[config.mk]
export PLATFORM = sky130hd
export DESIGN_NAME = spq_top
export DESIGN_NICKNAME = d
export VERILOG_FILES = /design/src/core/spq_pkg.sv /design/src/core/spq_top.sv
export SDC_FILE = /design/constraint.sdc
export NUM_CORES = 1
export LEC_CHECK = 0
export BUFFER_PORTS_ARGS = -buffer_cell sky130_fd_sc_hd__buf_2
export CAP_MARGIN = 20
export CORE_MARGIN = 3
export CORE_UTILIZATION = 65
export CTS_CLUSTER_SIZE = 12
export DETAILED_ROUTE_END_ITERATION = 16
export PLACE_DENSITY_LB_ADDON = 0.25
export SYNTH_ARGS = -nofsm -noshare
export SYNTH_HDL_FRONTEND = slang
export SYNTH_SLANG_ARGS = --single-unit
[constraint.sdc]
create_clock -name SYS_CLK -period 7.2 [get_ports SYS_CLK]
set_clock_uncertainty 0.2 [all_clocks]
set_input_delay 0.36 -clock SYS_CLK [delete_from_list [all_inputs] [get_ports SYS_CLK]]
set_output_delay 0.36 -clock SYS_CLK [all_outputs]
set_load 0.03 [all_outputs]
[src/core/spq_pkg.sv]
// Constants and types for the SPI phase sequence control and status block
package spq_pkg;
   // Register byte offsets
   localparam logic [7:0] CTRL_OFS = 8'h00;
   localparam logic [7:0] PHASE0_OFS = 8'h10;
   localparam logic [7:0] PHASE_LAST_OFS = 8'h2c;
   localparam logic [7:0] INT_STAT_OFS = 8'h30;
   localparam logic [7:0] INT_MASK_OFS = 8'h34;
   localparam logic [7:0] STATUS_OFS = 8'h38;
   // Control register fields
   localparam int START_BIT = 0;
   localparam int DONE_BIT = 1;
   localparam int ERROR_BIT = 2;
   localparam int PCNT_LSB = 4;
   localparam int PCNT_MSB = 6;
   localparam logic [2:0] PCNT_RST = 3'h0;
   localparam logic DONE_RST = 1'b0;
   localparam logic ERROR_RST = 1'b0;
   // Phase register fields
   localparam int PH_DONE_BIT = 1;
   localparam int PH_ERR_BIT = 2;
   localparam int PH_ACT_LSB = 4;
   localparam int PH_BYTES_LSB = 8;
   localparam int PH_MODE_LSB = 20;
   // Interrupt status and mask fields
   localparam int INT_DONE_BIT = 0;
   localparam int INT_ERR_BIT = 1;
   localparam logic [1:0] INT_RST = 2'h0;
   // Status register fields
   localparam int STAT_BUSY_BIT = 0;
   localparam int STAT_IDX_LSB = 4;
   // Register select codes
   localparam logic [3:0] SEL_CTRL = 4'h0;
   localparam logic [3:0] SEL_PHASE = 4'h1;
   localparam logic [3:0] SEL_ISTAT = 4'h2;
   localparam logic [3:0] SEL_IMASK = 4'h3;
   localparam logic [3:0] SEL_STATUS = 4'h4;
   localparam logic [3:0] SEL_NONE = 4'hf;
   // Bus responses
   localparam logic [1:0] RESP_OKAY = 2'h0;
   localparam logic [1:0] RESP_SLVERR = 2'h2;
   typedef enum logic [1:0] {
      ST_IDLE = 2'b00,
      ST_RUN = 2'b01,
      ST_DMA = 2'b10
   } spq_state_e;
   typedef struct packed {
      logic [1:0] mode;
      logic [11:0] bytes;
      logic [1:0] action;
   } spq_phase_s;
   localparam spq_phase_s PHASE_RST = '{mode: 2'h0, bytes: 12'h000, action: 2'h0};
endpackage

[src/core/spq_top.sv]
// Phase sequencer with control, status and interrupt registers on AXI4-Lite
//
// Chosen here: the address map and the AXI4-Lite interface to the registers.
`timescale 1ns/1ns
module spq_top #(
   parameter int ADDR_W = 8,
   parameter int NPHASE = 8
) (
   // Clock, reset, enable
   input wire logic SYS_CLK,
   input wire logic RSTN,
   input wire logic CE,
   // AXI4-Lite write
   input wire logic [ADDR_W-1:0] AWADDR,
   input wire logic AWVALID,
   output logic AWREADY,
   input wire logic [31:0] WDATA,
   input wire logic [3:0] WSTRB,
   input wire logic WVALID,
   output logic WREADY,
   output logic [1:0] BRESP,
   output logic BVALID,
   input wire logic BREADY,
   // AXI4-Lite read
   input wire logic [ADDR_W-1:0] ARADDR,
   input wire logic ARVALID,
   output logic ARREADY,
   output logic [31:0] RDATA,
   output logic [1:0] RRESP,
   output logic RVALID,
   input wire logic RREADY,
   // Serial engine
   output logic PHASE_REQ,
   output logic [2:0] PHASE_IDX,
   output spq_pkg::spq_phase_s PHASE_CFG,
   input wire logic PHASE_ACK,
   input wire logic PHASE_FAIL,
   // DMA
   input wire logic DMA_DONE,
   // Status
   output logic BUSY,
   output logic IRQ
);
   spq_pkg::spq_state_e state_q, state_d;
   spq_pkg::spq_phase_s cfg_q [NPHASE];
   logic [2:0] pcnt_q, pcnt_d;
   logic done_q, done_d, err_q, err_d, fail_q, fail_d;
   logic [2:0] idx_q, idx_d;
   logic [NPHASE-1:0] ph_done_q, ph_err_q;
   logic [1:0] istat_q, istat_d, imask_q, imask_d;
   logic aw_held_q, w_held_q, aw_held_d, w_held_d;
   logic [ADDR_W-1:0] aw_addr_q;
   logic [31:0] w_data_q;
   logic [3:0] w_strb_q;
   logic awready_q, wready_q, bvalid_q, arready_q, rvalid_q;
   logic [1:0] bresp_q, rresp_q;
   logic [31:0] rdata_q;
   logic req_q, busy_q, irq_q;
   logic [2:0] pidx_q;
   spq_pkg::spq_phase_s pcfg_q;

   function automatic logic [3:0] reg_sel(input logic [ADDR_W-1:0] a);
      logic [7:0] b;
      b = a[7:0];
      if (b == spq_pkg::CTRL_OFS)
         return spq_pkg::SEL_CTRL;
      if (b >= spq_pkg::PHASE0_OFS && b <= spq_pkg::PHASE_LAST_OFS && b[1:0] == 2'h0)
         return spq_pkg::SEL_PHASE;
      if (b == spq_pkg::INT_STAT_OFS)
         return spq_pkg::SEL_ISTAT;
      if (b == spq_pkg::INT_MASK_OFS)
         return spq_pkg::SEL_IMASK;
      if (b == spq_pkg::STATUS_OFS)
         return spq_pkg::SEL_STATUS;
      return spq_pkg::SEL_NONE;
   endfunction

   function automatic logic [2:0] ph_index(input logic [ADDR_W-1:0] a);
      logic [7:0] d;
      d = a[7:0] - spq_pkg::PHASE0_OFS;
      return d[4:2];
   endfunction

   function automatic logic [31:0] wmerge(input logic [31:0] o, input logic [31:0] n,
                                          input logic [3:0] s);
      logic [31:0] r;
      r = o;
      for (int i = 0; i < 4; i++) begin
         if (s[i])
            r[8*i +: 8] = n[8*i +: 8];
      end
      return r;
   endfunction

   function automatic logic [31:0] ph_word(input spq_pkg::spq_phase_s c, input logic e,
                                           input logic d);
      logic [31:0] w;
      w = 32'h0000_0000;
      w[spq_pkg::PH_MODE_LSB +: 2] = c.mode;
      w[spq_pkg::PH_BYTES_LSB +: 12] = c.bytes;
      w[spq_pkg::PH_ACT_LSB +: 2] = c.action;
      w[spq_pkg::PH_ERR_BIT] = e;
      w[spq_pkg::PH_DONE_BIT] = d;
      return w;
   endfunction

   // Bus handshakes and decode
   wire aw_hs = AWVALID & awready_q;
   wire w_hs = WVALID & wready_q;
   wire ar_hs = ARVALID & arready_q;
   wire do_wr = aw_held_q & w_held_q & ~bvalid_q;
   wire [3:0] wr_sel = reg_sel(aw_addr_q);
   wire [2:0] wr_pidx = ph_index(aw_addr_q);
   wire [3:0] rd_sel = reg_sel(ARADDR);
   wire [2:0] rd_pidx = ph_index(ARADDR);
   wire ctrl_wr = do_wr & (wr_sel == spq_pkg::SEL_CTRL) & w_strb_q[0];
   wire phase_wr = do_wr & (wr_sel == spq_pkg::SEL_PHASE);
   wire istat_wr = do_wr & (wr_sel == spq_pkg::SEL_ISTAT);
   wire imask_wr = do_wr & (wr_sel == spq_pkg::SEL_IMASK);
   wire [31:0] ph_new = wmerge(ph_word(cfg_q[wr_pidx], 1'b0, 1'b0), w_data_q, w_strb_q);
   wire [31:0] mask_new = wmerge({30'h0, imask_q}, w_data_q, w_strb_q);

   // Sequencer events
   wire start_req = ctrl_wr & w_data_q[spq_pkg::START_BIT] & (state_q == spq_pkg::ST_IDLE);
   wire phase_fin = (state_q == spq_pkg::ST_RUN) & PHASE_ACK;
   wire last_phase = (idx_q == pcnt_q);
   wire comm_fin = (state_q == spq_pkg::ST_DMA) & DMA_DONE;

   // Read data selection
   wire [31:0] ctrl_word = {25'h0, pcnt_q, 1'b0, err_q, done_q, 1'b0};
   wire [31:0] stat_word = {25'h0, idx_q, 3'h0, busy_q};
   wire [31:0] rd_word =
      (rd_sel == spq_pkg::SEL_CTRL) ? ctrl_word :
      (rd_sel == spq_pkg::SEL_PHASE) ?
         ph_word(cfg_q[rd_pidx], ph_err_q[rd_pidx], ph_done_q[rd_pidx]) :
      (rd_sel == spq_pkg::SEL_ISTAT) ? {30'h0, istat_q} :
      (rd_sel == spq_pkg::SEL_IMASK) ? {30'h0, imask_q} :
      (rd_sel == spq_pkg::SEL_STATUS) ? stat_word : 32'h0000_0000;

   // Next state of sequencer
   always_comb begin
      state_d = state_q;
      idx_d = idx_q;
      case (state_q)
         spq_pkg::ST_IDLE: begin
            if (start_req) begin
               state_d = spq_pkg::ST_RUN;
               idx_d = 3'h0;
            end
         end
         spq_pkg::ST_RUN: begin
            if (phase_fin) begin
               if (last_phase)
                  state_d = spq_pkg::ST_DMA;
               else
                  idx_d = idx_q + 3'h1;
            end
         end
         spq_pkg::ST_DMA: begin
            if (DMA_DONE)
               state_d = spq_pkg::ST_IDLE;
         end
         default: begin
            state_d = spq_pkg::ST_IDLE;
         end
      endcase
   end

   // Flag next values
   always_comb begin
      pcnt_d = ctrl_wr ? w_data_q[spq_pkg::PCNT_MSB:spq_pkg::PCNT_LSB] : pcnt_q;
      fail_d = start_req ? 1'b0 : (fail_q | (phase_fin & PHASE_FAIL));
      if (start_req)
         done_d = 1'b0;
      else if (comm_fin)
         done_d = 1'b1;
      else if (ctrl_wr & ~w_data_q[spq_pkg::DONE_BIT])
         done_d = 1'b0;
      else
         done_d = done_q;
      if (start_req)
         err_d = 1'b0;
      else if (comm_fin & fail_q)
         err_d = 1'b1;
      else if (ctrl_wr & ~w_data_q[spq_pkg::ERROR_BIT])
         err_d = 1'b0;
      else
         err_d = err_q;
      istat_d = (istat_q & ~(istat_wr & w_strb_q[0] ? w_data_q[1:0] : 2'h0))
                | {comm_fin & fail_q, comm_fin};
      imask_d = imask_wr ? mask_new[1:0] : imask_q;
      aw_held_d = (aw_held_q | aw_hs) & ~do_wr;
      w_held_d = (w_held_q | w_hs) & ~do_wr;
   end

   // Sequencer and control state
   always_ff @(posedge SYS_CLK or negedge RSTN) begin
      if (!RSTN) begin
         state_q <= spq_pkg::ST_IDLE;
         idx_q <= 3'h0;
         pcnt_q <= spq_pkg::PCNT_RST;
         done_q <= spq_pkg::DONE_RST;
         err_q <= spq_pkg::ERROR_RST;
         fail_q <= 1'b0;
         istat_q <= spq_pkg::INT_RST;
         imask_q <= spq_pkg::INT_RST;
      end else if (CE) begin
         state_q <= state_d;
         idx_q <= idx_d;
         pcnt_q <= pcnt_d;
         done_q <= done_d;
         err_q <= err_d;
         fail_q <= fail_d;
         istat_q <= istat_d;
         imask_q <= imask_d;
      end
   end

   // Per-phase configuration and result bits
   always_ff @(posedge SYS_CLK or negedge RSTN) begin
      if (!RSTN) begin
         for (int i = 0; i < NPHASE; i++)
            cfg_q[i] <= spq_pkg::PHASE_RST;
         ph_done_q <= '0;
         ph_err_q <= '0;
      end else if (CE) begin
         if (phase_wr) begin
            cfg_q[wr_pidx].mode <= ph_new[spq_pkg::PH_MODE_LSB +: 2];
            cfg_q[wr_pidx].bytes <= ph_new[spq_pkg::PH_BYTES_LSB +: 12];
            cfg_q[wr_pidx].action <= ph_new[spq_pkg::PH_ACT_LSB +: 2];
         end
         if (start_req) begin
            ph_done_q <= '0;
            ph_err_q <= '0;
         end else if (phase_fin) begin
            ph_done_q[idx_q] <= 1'b1;
            ph_err_q[idx_q] <= PHASE_FAIL;
         end
      end
   end

   // Outputs toward engine and interrupt
   always_ff @(posedge SYS_CLK or negedge RSTN) begin
      if (!RSTN) begin
         req_q <= 1'b0;
         pidx_q <= 3'h0;
         pcfg_q <= spq_pkg::PHASE_RST;
         busy_q <= 1'b0;
         irq_q <= 1'b0;
      end else if (CE) begin
         req_q <= (state_d == spq_pkg::ST_RUN) & ~phase_fin;
         pidx_q <= idx_d;
         pcfg_q <= cfg_q[idx_d];
         busy_q <= (state_d != spq_pkg::ST_IDLE);
         irq_q <= |(istat_d & imask_d);
      end
   end

   // AXI4-Lite slave
   always_ff @(posedge SYS_CLK or negedge RSTN) begin
      if (!RSTN) begin
         aw_held_q <= 1'b0;
         w_held_q <= 1'b0;
         aw_addr_q <= '0;
         w_data_q <= 32'h0000_0000;
         w_strb_q <= 4'h0;
         awready_q <= 1'b1;
         wready_q <= 1'b1;
         bvalid_q <= 1'b0;
         bresp_q <= spq_pkg::RESP_OKAY;
      end else if (CE) begin
         aw_held_q <= aw_held_d;
         w_held_q <= w_held_d;
         if (aw_hs)
            aw_addr_q <= AWADDR;
         if (w_hs) begin
            w_data_q <= WDATA;
            w_strb_q <= WSTRB;
         end
         awready_q <= ~aw_held_d;
         wready_q <= ~w_held_d;
         if (do_wr) begin
            bvalid_q <= 1'b1;
            bresp_q <= (wr_sel == spq_pkg::SEL_NONE) ? spq_pkg::RESP_SLVERR : spq_pkg::RESP_OKAY;
         end else if (BREADY)
            bvalid_q <= 1'b0;
      end
   end

   always_ff @(posedge SYS_CLK or negedge RSTN) begin
      if (!RSTN) begin
         arready_q <= 1'b1;
         rvalid_q <= 1'b0;
         rdata_q <= 32'h0000_0000;
         rresp_q <= spq_pkg::RESP_OKAY;
      end else if (CE) begin
         if (ar_hs) begin
            rvalid_q <= 1'b1;
            arready_q <= 1'b0;
            rdata_q <= rd_word;
            rresp_q <= (rd_sel == spq_pkg::SEL_NONE) ? spq_pkg::RESP_SLVERR : spq_pkg::RESP_OKAY;
         end else if (rvalid_q & RREADY) begin
            rvalid_q <= 1'b0;
            arready_q <= 1'b1;
         end
      end
   end

   assign AWREADY = awready_q;
   assign WREADY = wready_q;
   assign BVALID = bvalid_q;
   assign BRESP = bresp_q;
   assign ARREADY = arready_q;
   assign RVALID = rvalid_q;
   assign RDATA = rdata_q;
   assign RRESP = rresp_q;
   assign PHASE_REQ = req_q;
   assign PHASE_IDX = pidx_q;
   assign PHASE_CFG = pcfg_q;
   assign BUSY = busy_q;
   assign IRQ = irq_q;

   // Checks
   a_pcnt_write: assert property (@(posedge SYS_CLK) disable iff (!RSTN || !CE)
      ctrl_wr |=> pcnt_q == $past(w_data_q[spq_pkg::PCNT_MSB:spq_pkg::PCNT_LSB]))
      else $error("phase count not written");
   a_err_set: assert property (@(posedge SYS_CLK) disable iff (!RSTN || !CE)
      comm_fin && fail_q |=> err_q && istat_q[spq_pkg::INT_ERR_BIT])
      else $error("error flag not set on failed phase");
   a_flag_wzero: assert property (@(posedge SYS_CLK) disable iff (!RSTN || !CE)
      ctrl_wr && !w_data_q[spq_pkg::DONE_BIT] && !comm_fin |=> !done_q)
      else $error("done flag not cleared by zero write");
   a_start_clear: assert property (@(posedge SYS_CLK) disable iff (!RSTN || !CE)
      start_req |=> !done_q && !err_q && BUSY ##1 PHASE_REQ)
      else $error("start did not clear flags or begin");
   a_done_after_dma: assert property (@(posedge SYS_CLK) disable iff (!RSTN || !CE)
      $rose(done_q) |-> $past(DMA_DONE) && $past(state_q) == spq_pkg::ST_DMA)
      else $error("done raised before DMA end");
   a_ctrl_layout: assert property (@(posedge SYS_CLK) disable iff (!RSTN || !CE)
      ar_hs && rd_sel == spq_pkg::SEL_CTRL |=>
         RDATA[2:1] == {$past(err_q), $past(done_q)} && RDATA[3] == 1'b0)
      else $error("control word layout wrong");
   a_phase_step: assert property (@(posedge SYS_CLK) disable iff (!RSTN || !CE)
      phase_fin && !last_phase |=> idx_q == $past(idx_q) + 3'h1 && PHASE_IDX == idx_q)
      else $error("phase index did not advance");
   a_last_phase: assert property (@(posedge SYS_CLK) disable iff (!RSTN || !CE)
      phase_fin && last_phase |=> state_q == spq_pkg::ST_DMA && !PHASE_REQ)
      else $error("sequence did not end at phase count");
endmodule // spq_top

==> After elaboration in Yosys (flattened, before gate mapping) <==
Index checks and enable logic that the tools add are counted.
{ "word_totals": {"regBits": 254} }
{ "op_classes": {"addsub": 3, "magnitude_cmp": 11, "eq_ne": 19, "n_mux": 114, "bitwise_logic": 41, "n_reduce_logical": 31} }
{ "op_table": {"columns": ["operator", "count"], "rows": [
  ["128-bit bitwise mux", 3],
  ["16-bit binary-select mux with 3-bit select", 3],
  ["16-bit demux with 3-bit select", 3],
  ["16-bit two-way mux", 7],
  ["4-bit two-way mux", 20],
  ["8-bit by 6-bit equality test with 1-bit output, second input constant", 6],
  ["1-bit two-way mux", 46],
  ["22-bit two-way mux", 2],
  ["8-bit two-way mux", 5],
  ["1-bit AND", 23],
  ["2-bit AND reduction", 11],
  ["7-bit two-way mux", 3],
  ["2-bit two-way mux", 10],
  ["4-bit by 2-bit equality test with 1-bit output, second input constant", 4],
  ["8-bit by 5-bit >= comparator with 1-bit output, second input constant", 2],
  ["8-bit by 6-bit <= comparator with 1-bit output, second input constant", 2],
  ["8-bit logical NOT", 2],
  ["14-bit two-way mux", 1],
  ["4-bit >= comparator, second input constant", 3],
  ["6-bit two-way mux", 2],
  ["3-bit inverter with 4-bit output", 3],
  ["5-bit subtractor, second input constant", 2],
  ["3-bit two-way mux", 3],
  ["8-bit bitwise mux", 1],
  ["26 further kinds", 52]
]} }

==> Logic depth before layout (Yosys ltp) <==
{ "depth": {"word_depth": 30, "ltp_mapped": 10} }

==> Worst setup path after synthesis <==
No wires, ideal clock.
{ "synth_timing": {"path_type": "reg2reg", "start": "register bvalid_q (netlist: BVALID)", "end": "register cfg_q[10] (netlist bit)", "setup_time_ns": 0.125, "arrival_ns": 2.228, "t_required_ns": 6.875, "path_slack_ns": 4.647, "path_stages_with_launch": 9, "n_path_buf": 2, "cell_sequence": "dfrtp_1 > and3b_1 > clkbuf_2 > nand2_1 > nor2_1 > nand3_1 > nor3b_4 > buf_4 > mux2_2"} }
{ "synth_between": {"elab_chain_cells": 4} }
{ "synth_rtl": {"columns": ["element", "line_no", "text"], "rows": [
  ["start: declaration", "spq_top.sv:55", "logic awready_q, wready_q, bvalid_q, arready_q, rvalid_q;"],
  ["start signal: assignment", "spq_top.sv:269", "bvalid_q <= 1'b0;"],
  ["start signal: assignment", "spq_top.sv:283", "bvalid_q <= 1'b1;"],
  ["start signal: assignment", "spq_top.sv:286", "bvalid_q <= 1'b0;"],
  ["1-bit inverter", "spq_top.sv:111", "wire do_wr = aw_held_q & w_held_q & ~bvalid_q;"],
  ["1-bit AND", "spq_top.sv:111", null],
  ["1-bit AND", "spq_top.sv:117", "wire phase_wr = do_wr & (wr_sel == spq_pkg::SEL_PHASE);"],
  ["2-bit AND reduction (no source line)", null, null],
  ["end signal: indexed assignment", "spq_top.sv:223", "cfg_q[i] <= spq_pkg::PHASE_RST;"],
  ["end: declaration", "spq_top.sv:45", "spq_pkg::spq_phase_s cfg_q [NPHASE];"]
]} }
Every way passes these cells.
A chain may end at the register's enable or synchronous reset.

==> impl_metrics.prom <==
# TYPE chip_impl_metric gauge
chip_impl_info{name="critPathKind",value="register to register"} 1
chip_impl_info{name="run_status",value="complete, no violations"} 1
chip_impl_info{name="tritoncts",value="yes"} 1
chip_impl_info{name="cts-root-buf",value="clkbuf_16"} 1
chip_impl_info{name="hold_path_startpoint",value="DMA_DONE"} 1
chip_impl_info{name="rsz_0062_raised_after_global_routing",value="no"} 1
chip_impl_metric{name="power.density_cell_area",unit="nW/um2"} 288
chip_impl_metric{name="detailed_place.area",unit="um2"} 13700
chip_impl_metric{name="cp_data_required_time",unit="ps"} 7370
chip_impl_metric{name="layout_min_cycle_time",unit="ps"} 3990
chip_impl_metric{name="sum_of_net_half_perimeters_after_detailed_placement",unit="um"} 20700
chip_impl_metric{name="asyncSetResetFlopFracSynth",unit="%"} 100
chip_impl_metric{name="vdd.ir_drop.worst",unit="mV"} 0.215
chip_impl_metric{name="proportion_of_synthesized_chip_area_in_sequential_cells",unit="%"} 45.1
chip_impl_metric{name="finalMaxSlewViolations",unit=""} 0
chip_impl_metric{name="drc_errors",unit=""} 0
chip_impl_metric{name="worstPathMaxFanout",unit=""} 40
chip_impl_metric{name="initialDrtViolationCount",unit=""} 840
chip_impl_metric{name="die_h",unit="um"} 149
chip_impl_metric{name="syn_inst",unit=""} 1110
chip_impl_metric{name="layout.cell_area.non_filler",unit="um2"} 14900
chip_impl_info{name="worstPathCellList",value="xor2_2, o31a_4, xor2_4, buf_4, nand2_4, mux2i_1, o2111ai_1"} 1
chip_impl_metric{name="detail_route.wl_per_cell",unit="um"} 23.3
chip_impl_metric{name="combinational_power_share",unit="%"} 28.7
chip_impl_metric{name="gpl.final_weighted_congestion",unit=""} 0.833
chip_impl_metric{name="fin_setup_tns",unit="ps"} 0
chip_impl_metric{name="num_vias",unit=""} 9876
chip_impl_metric{name="worstMarginPinSlew",unit="ps"} 1040
chip_impl_metric{name="timing.final.setup_violations",unit=""} 0
chip_impl_metric{name="postCtsHoldBufs",unit=""} 40
chip_impl_metric{name="grt_pass1_wl",unit="um"} 55200
chip_impl_info{name="ys_top_cells_by_area",value="dfrtp_1 44%, mux2_2 13%, mux4_2 12%"} 1
chip_impl_metric{name="boundaryPins",unit=""} 126
chip_impl_metric{name="cts_made_buffers",unit=""} 26
chip_impl_metric{name="global_routing_usage_summed_across_all_routing_layers",unit="%"} 31.9
chip_impl_metric{name="clock_sink_count",unit=""} 238
chip_impl_metric{name="placement_rows",unit=""} 51
chip_impl_info{name="cp_slowest_cell",value="xor2_4"} 1
chip_impl_metric{name="synth_enable_flop_cells",unit=""} 0
chip_impl_metric{name="post-cts-setup-buffers",unit=""} 0
chip_impl_metric{name="clock_insertion_delay_worst_skew",unit="ps"} 540
chip_impl_metric{name="max_cap_violations",unit=""} 0
chip_impl_metric{name="route.detailed.vias_per_inst",unit=""} 6.62
chip_impl_metric{name="final_nets",unit=""} 1273
chip_impl_metric{name="fillerInstances",unit=""} 1293
chip_impl_info{name="critPathTopFamily",value="XOR/XNOR gates"} 1
chip_impl_metric{name="seqPwrFrac",unit="%"} 41.0
chip_impl_metric{name="clkTransAtPathRegs",unit="ps"} 60
chip_impl_metric{name="ctsHtreeMaxLevel",unit=""} 1
chip_impl_metric{name="proportion_of_layout_cells_with_a_drive_suffix_above_1",unit="%"} 32.6
chip_impl_metric{name="synth.ff_latch_count",unit=""} 238
chip_impl_metric{name="initial_utilization",unit="%"} 67.1
chip_impl_metric{name="worst_slew_margin_rel",unit="%"} 30.6
chip_impl_metric{name="syn2layout_area_growth",unit="%"} 13.0
chip_impl_metric{name="p_switching",unit="W"} 0.00147
chip_impl_metric{name="antenna_found_initial",unit=""} 1
chip_impl_metric{name="first_global_vias",unit=""} 10200
chip_impl_metric{name="detailed_routing_iteration_count_for_the_pre_antenna_repair_pass",unit=""} 7
chip_impl_metric{name="grt_overflow_total",unit=""} 0
chip_impl_metric{name="critical-path-max-stage-delay",unit="ps"} 800
chip_impl_metric{name="swShare",unit="%"} 34.2
chip_impl_metric{name="power.share.clock",unit="%"} 30.3
chip_impl_metric{name="cts.repair.resized",unit=""} 0
chip_impl_info{name="dominantRegCellSynth",value="dfrtp_1"} 1
chip_impl_metric{name="clock_path_buffers",unit=""} 3
chip_impl_metric{name="timing.critical_path.arrival",unit="ps"} 4160
chip_impl_metric{name="postRouteWirelength",unit="um"} 34800
chip_impl_metric{name="synth_area_per_cell",unit="um2"} 11.9
chip_impl_metric{name="placeableCoreArea",unit="um2"} 19700
chip_impl_metric{name="yosysWarnings",unit=""} 0
chip_impl_metric{name="n_antenna_cell",unit=""} 0
chip_impl_metric{name="worstRegToRegCells",unit=""} 7
chip_impl_metric{name="full_die_area",unit="um2"} 22100
chip_impl_metric{name="internal_power",unit="W"} 0.00283
chip_impl_info{name="min_delay_worst_endpoint",value="state_q[1]"} 1
chip_impl_metric{name="max_clock_freq",unit="MHz"} 251
chip_impl_info{name="worst_setup_path_start_kind",value="register"} 1
chip_impl_metric{name="io_buffers",unit=""} 98
chip_impl_info{name="critical_path.endpoint_type",value="register"} 1
chip_impl_info{name="synth.most_common_cell",value="dfrtp_1"} 1
chip_impl_metric{name="synthDistinctLibCells",unit=""} 69
chip_impl_metric{name="synth_area",unit="um2"} 13200
chip_impl_metric{name="r2r_setup_slack",unit="ps"} 3210
chip_impl_info{name="rr_startpoint",value="PHASE_IDX[0]"} 1
chip_impl_metric{name="worst_path_bufs_invs",unit=""} 1
chip_impl_info{name="synthDominantAreaCellType",value="dfrtp_1"} 1
chip_impl_metric{name="ant_nets",unit=""} 0
chip_impl_metric{name="layout_worst_path_cycle_share",unit="%"} 55.4
chip_impl_info{name="hold_path.class",value="primary input to register"} 1
chip_impl_metric{name="floorplan.die.width",unit="um"} 149
chip_impl_metric{name="yosysTopAreaCellShare",unit="%"} 44.5
chip_impl_info{name="synthTopCellsByCount",value="235 x dfrtp_1, 152 x mux2_2, 108 x nand2_1, 79 x mux2i_1, 68 x mux4_2"} 1
chip_impl_metric{name="leakage",unit="nW"} 6.89
chip_impl_info{name="r2r_end",value="PHASE_CFG[5]"} 1
chip_impl_metric{name="final_hold_viol_count",unit=""} 0
chip_impl_metric{name="grt_start_max_net_pins",unit=""} 128
chip_impl_metric{name="holdPathStages",unit=""} 3
==> power groups by stage <==
| stage | Sequential [W] | Clock [W] | Combinational (W) |
|---|---|---|---|
| after detailed placement | 0.00178 | 0 | 0.00119 |
| after global routing | 0.00179 | 0.00137 | 0.00133 |
| after floorplan | 0.00174 | 0 | 0.000885 |
| final | 0.00176 | 0.00130 | 0.00123 |
| after global placement | 0.00176 | 0 | 0.00116 |
| after CTS | 0.00176 | 0.00131 | 0.00122 |
==> worst max-delay path by stage <==
| stage | from | to | slack (ps) | depth (start not counted) |
|---|---|---|---|---|
| after global routing | PHASE_IDX[0] | PHASE_CFG[5] | 3120 | 7 |
| after CTS | PHASE_IDX[0] | PHASE_CFG[5] | 3310 | 7 |
| after detailed placement | PHASE_IDX[0] | PHASE_CFG[10] | 3330 | 7 |
| final | PHASE_IDX[0] | PHASE_CFG[5] | 3210 | 7 |
| after floorplan | BVALID | cfg_q[10] | 4650 | 8 |
| after global placement | PHASE_IDX[0] | PHASE_CFG[6] | 3400 | 7 |
==> area by class of cell <==
class                           instances  area, um2  area share, %
Sequential cell                       238       5960           39.9
Clock inverter                          6       57.6          0.385
Inverter                               37        139          0.929
Multi-Input combinational cell        750       6650           44.5
Timing Repair Buffer                  156       1040           6.93
Clock buffer                           39        771           5.16
Tap cell                              265        332           2.22
==> per-layer routing <==
layer	share of wire, %	vias up	global-route usage (%)
met2	48	488	52.2
met5	0.037	-	0
met3	8.7	108	6.15
met4	3.6	2	12.3
li1	-	4270	-
met1	39	5008	42.9
==> worst register-to-register path: cells and delay by family (launching register included) <==
| kind | cells | cell delay, ps |
|---|---|---|
| compound gates | 2 | 570 |
| flops | 1 | 750 |
| mux | 1 | 310 |
| buf+inv | 1 | 630 |
| xor+xnor | 2 | 1000 |
| simple gates | 1 | 370 |
==> stage by stage <==
stage,std cells,utilization [%],setup slack [ps],total power [W],hold WS [ps]
CTS,1491,75.8,3310,0.00429,29.1
global placement,1406,69.5,3400,0.00293,259
floorplan,1123,-,4650,0.00262,-136
detailed placement,1406,69.5,3330,0.00297,265
global route,1491,75.8,3120,0.00449,67.7
finish,1491,75.8,3210,0.00430,41.5
==> logic make-up (layout without fill, tap and decap cells) <==
logic type / Yosys count / count (layout) / share of synthesized area, %
compound gates: 208 / 208 / 10.0
xor+xnor: 6 / 6 / 0.653
fa+ha+maj: 1 / 1 / 0.0946
mux: 301 / 301 / 30.7
simple gates: 220 / 220 / 8.36
flops: 238 / 238 / 45.1
other cells: 1 / 14 / 0.0284
buf+inv: 135 / 238 / 5.08
==> placed cells by master, fill, tap and decap left out, types with 36 or more instances in the layout <==
master,count
buf_2,97
o21ai_0,60
dlygate4sd3_1,40
dfrtp_1,233
mux2i_1,79
inv_1,37
nand2_1,108
mux2_2,152
mux4_2,68
nor2_1,36
a21oi_1,39
==> registers in the layout (all words and copies together) (netlist names), 2 cells and up <==
name	flops
ph_err_q	8
istat_q	2
w_data_q	20
PHASE_CFG	16
pcnt_q	3
PHASE_IDX	3
aw_addr_q	8
RDATA	20
state_q	2
imask_q	2
w_strb_q	3
cfg_q	128
ph_done_q	8
Power figures use the tool's default switching activity.
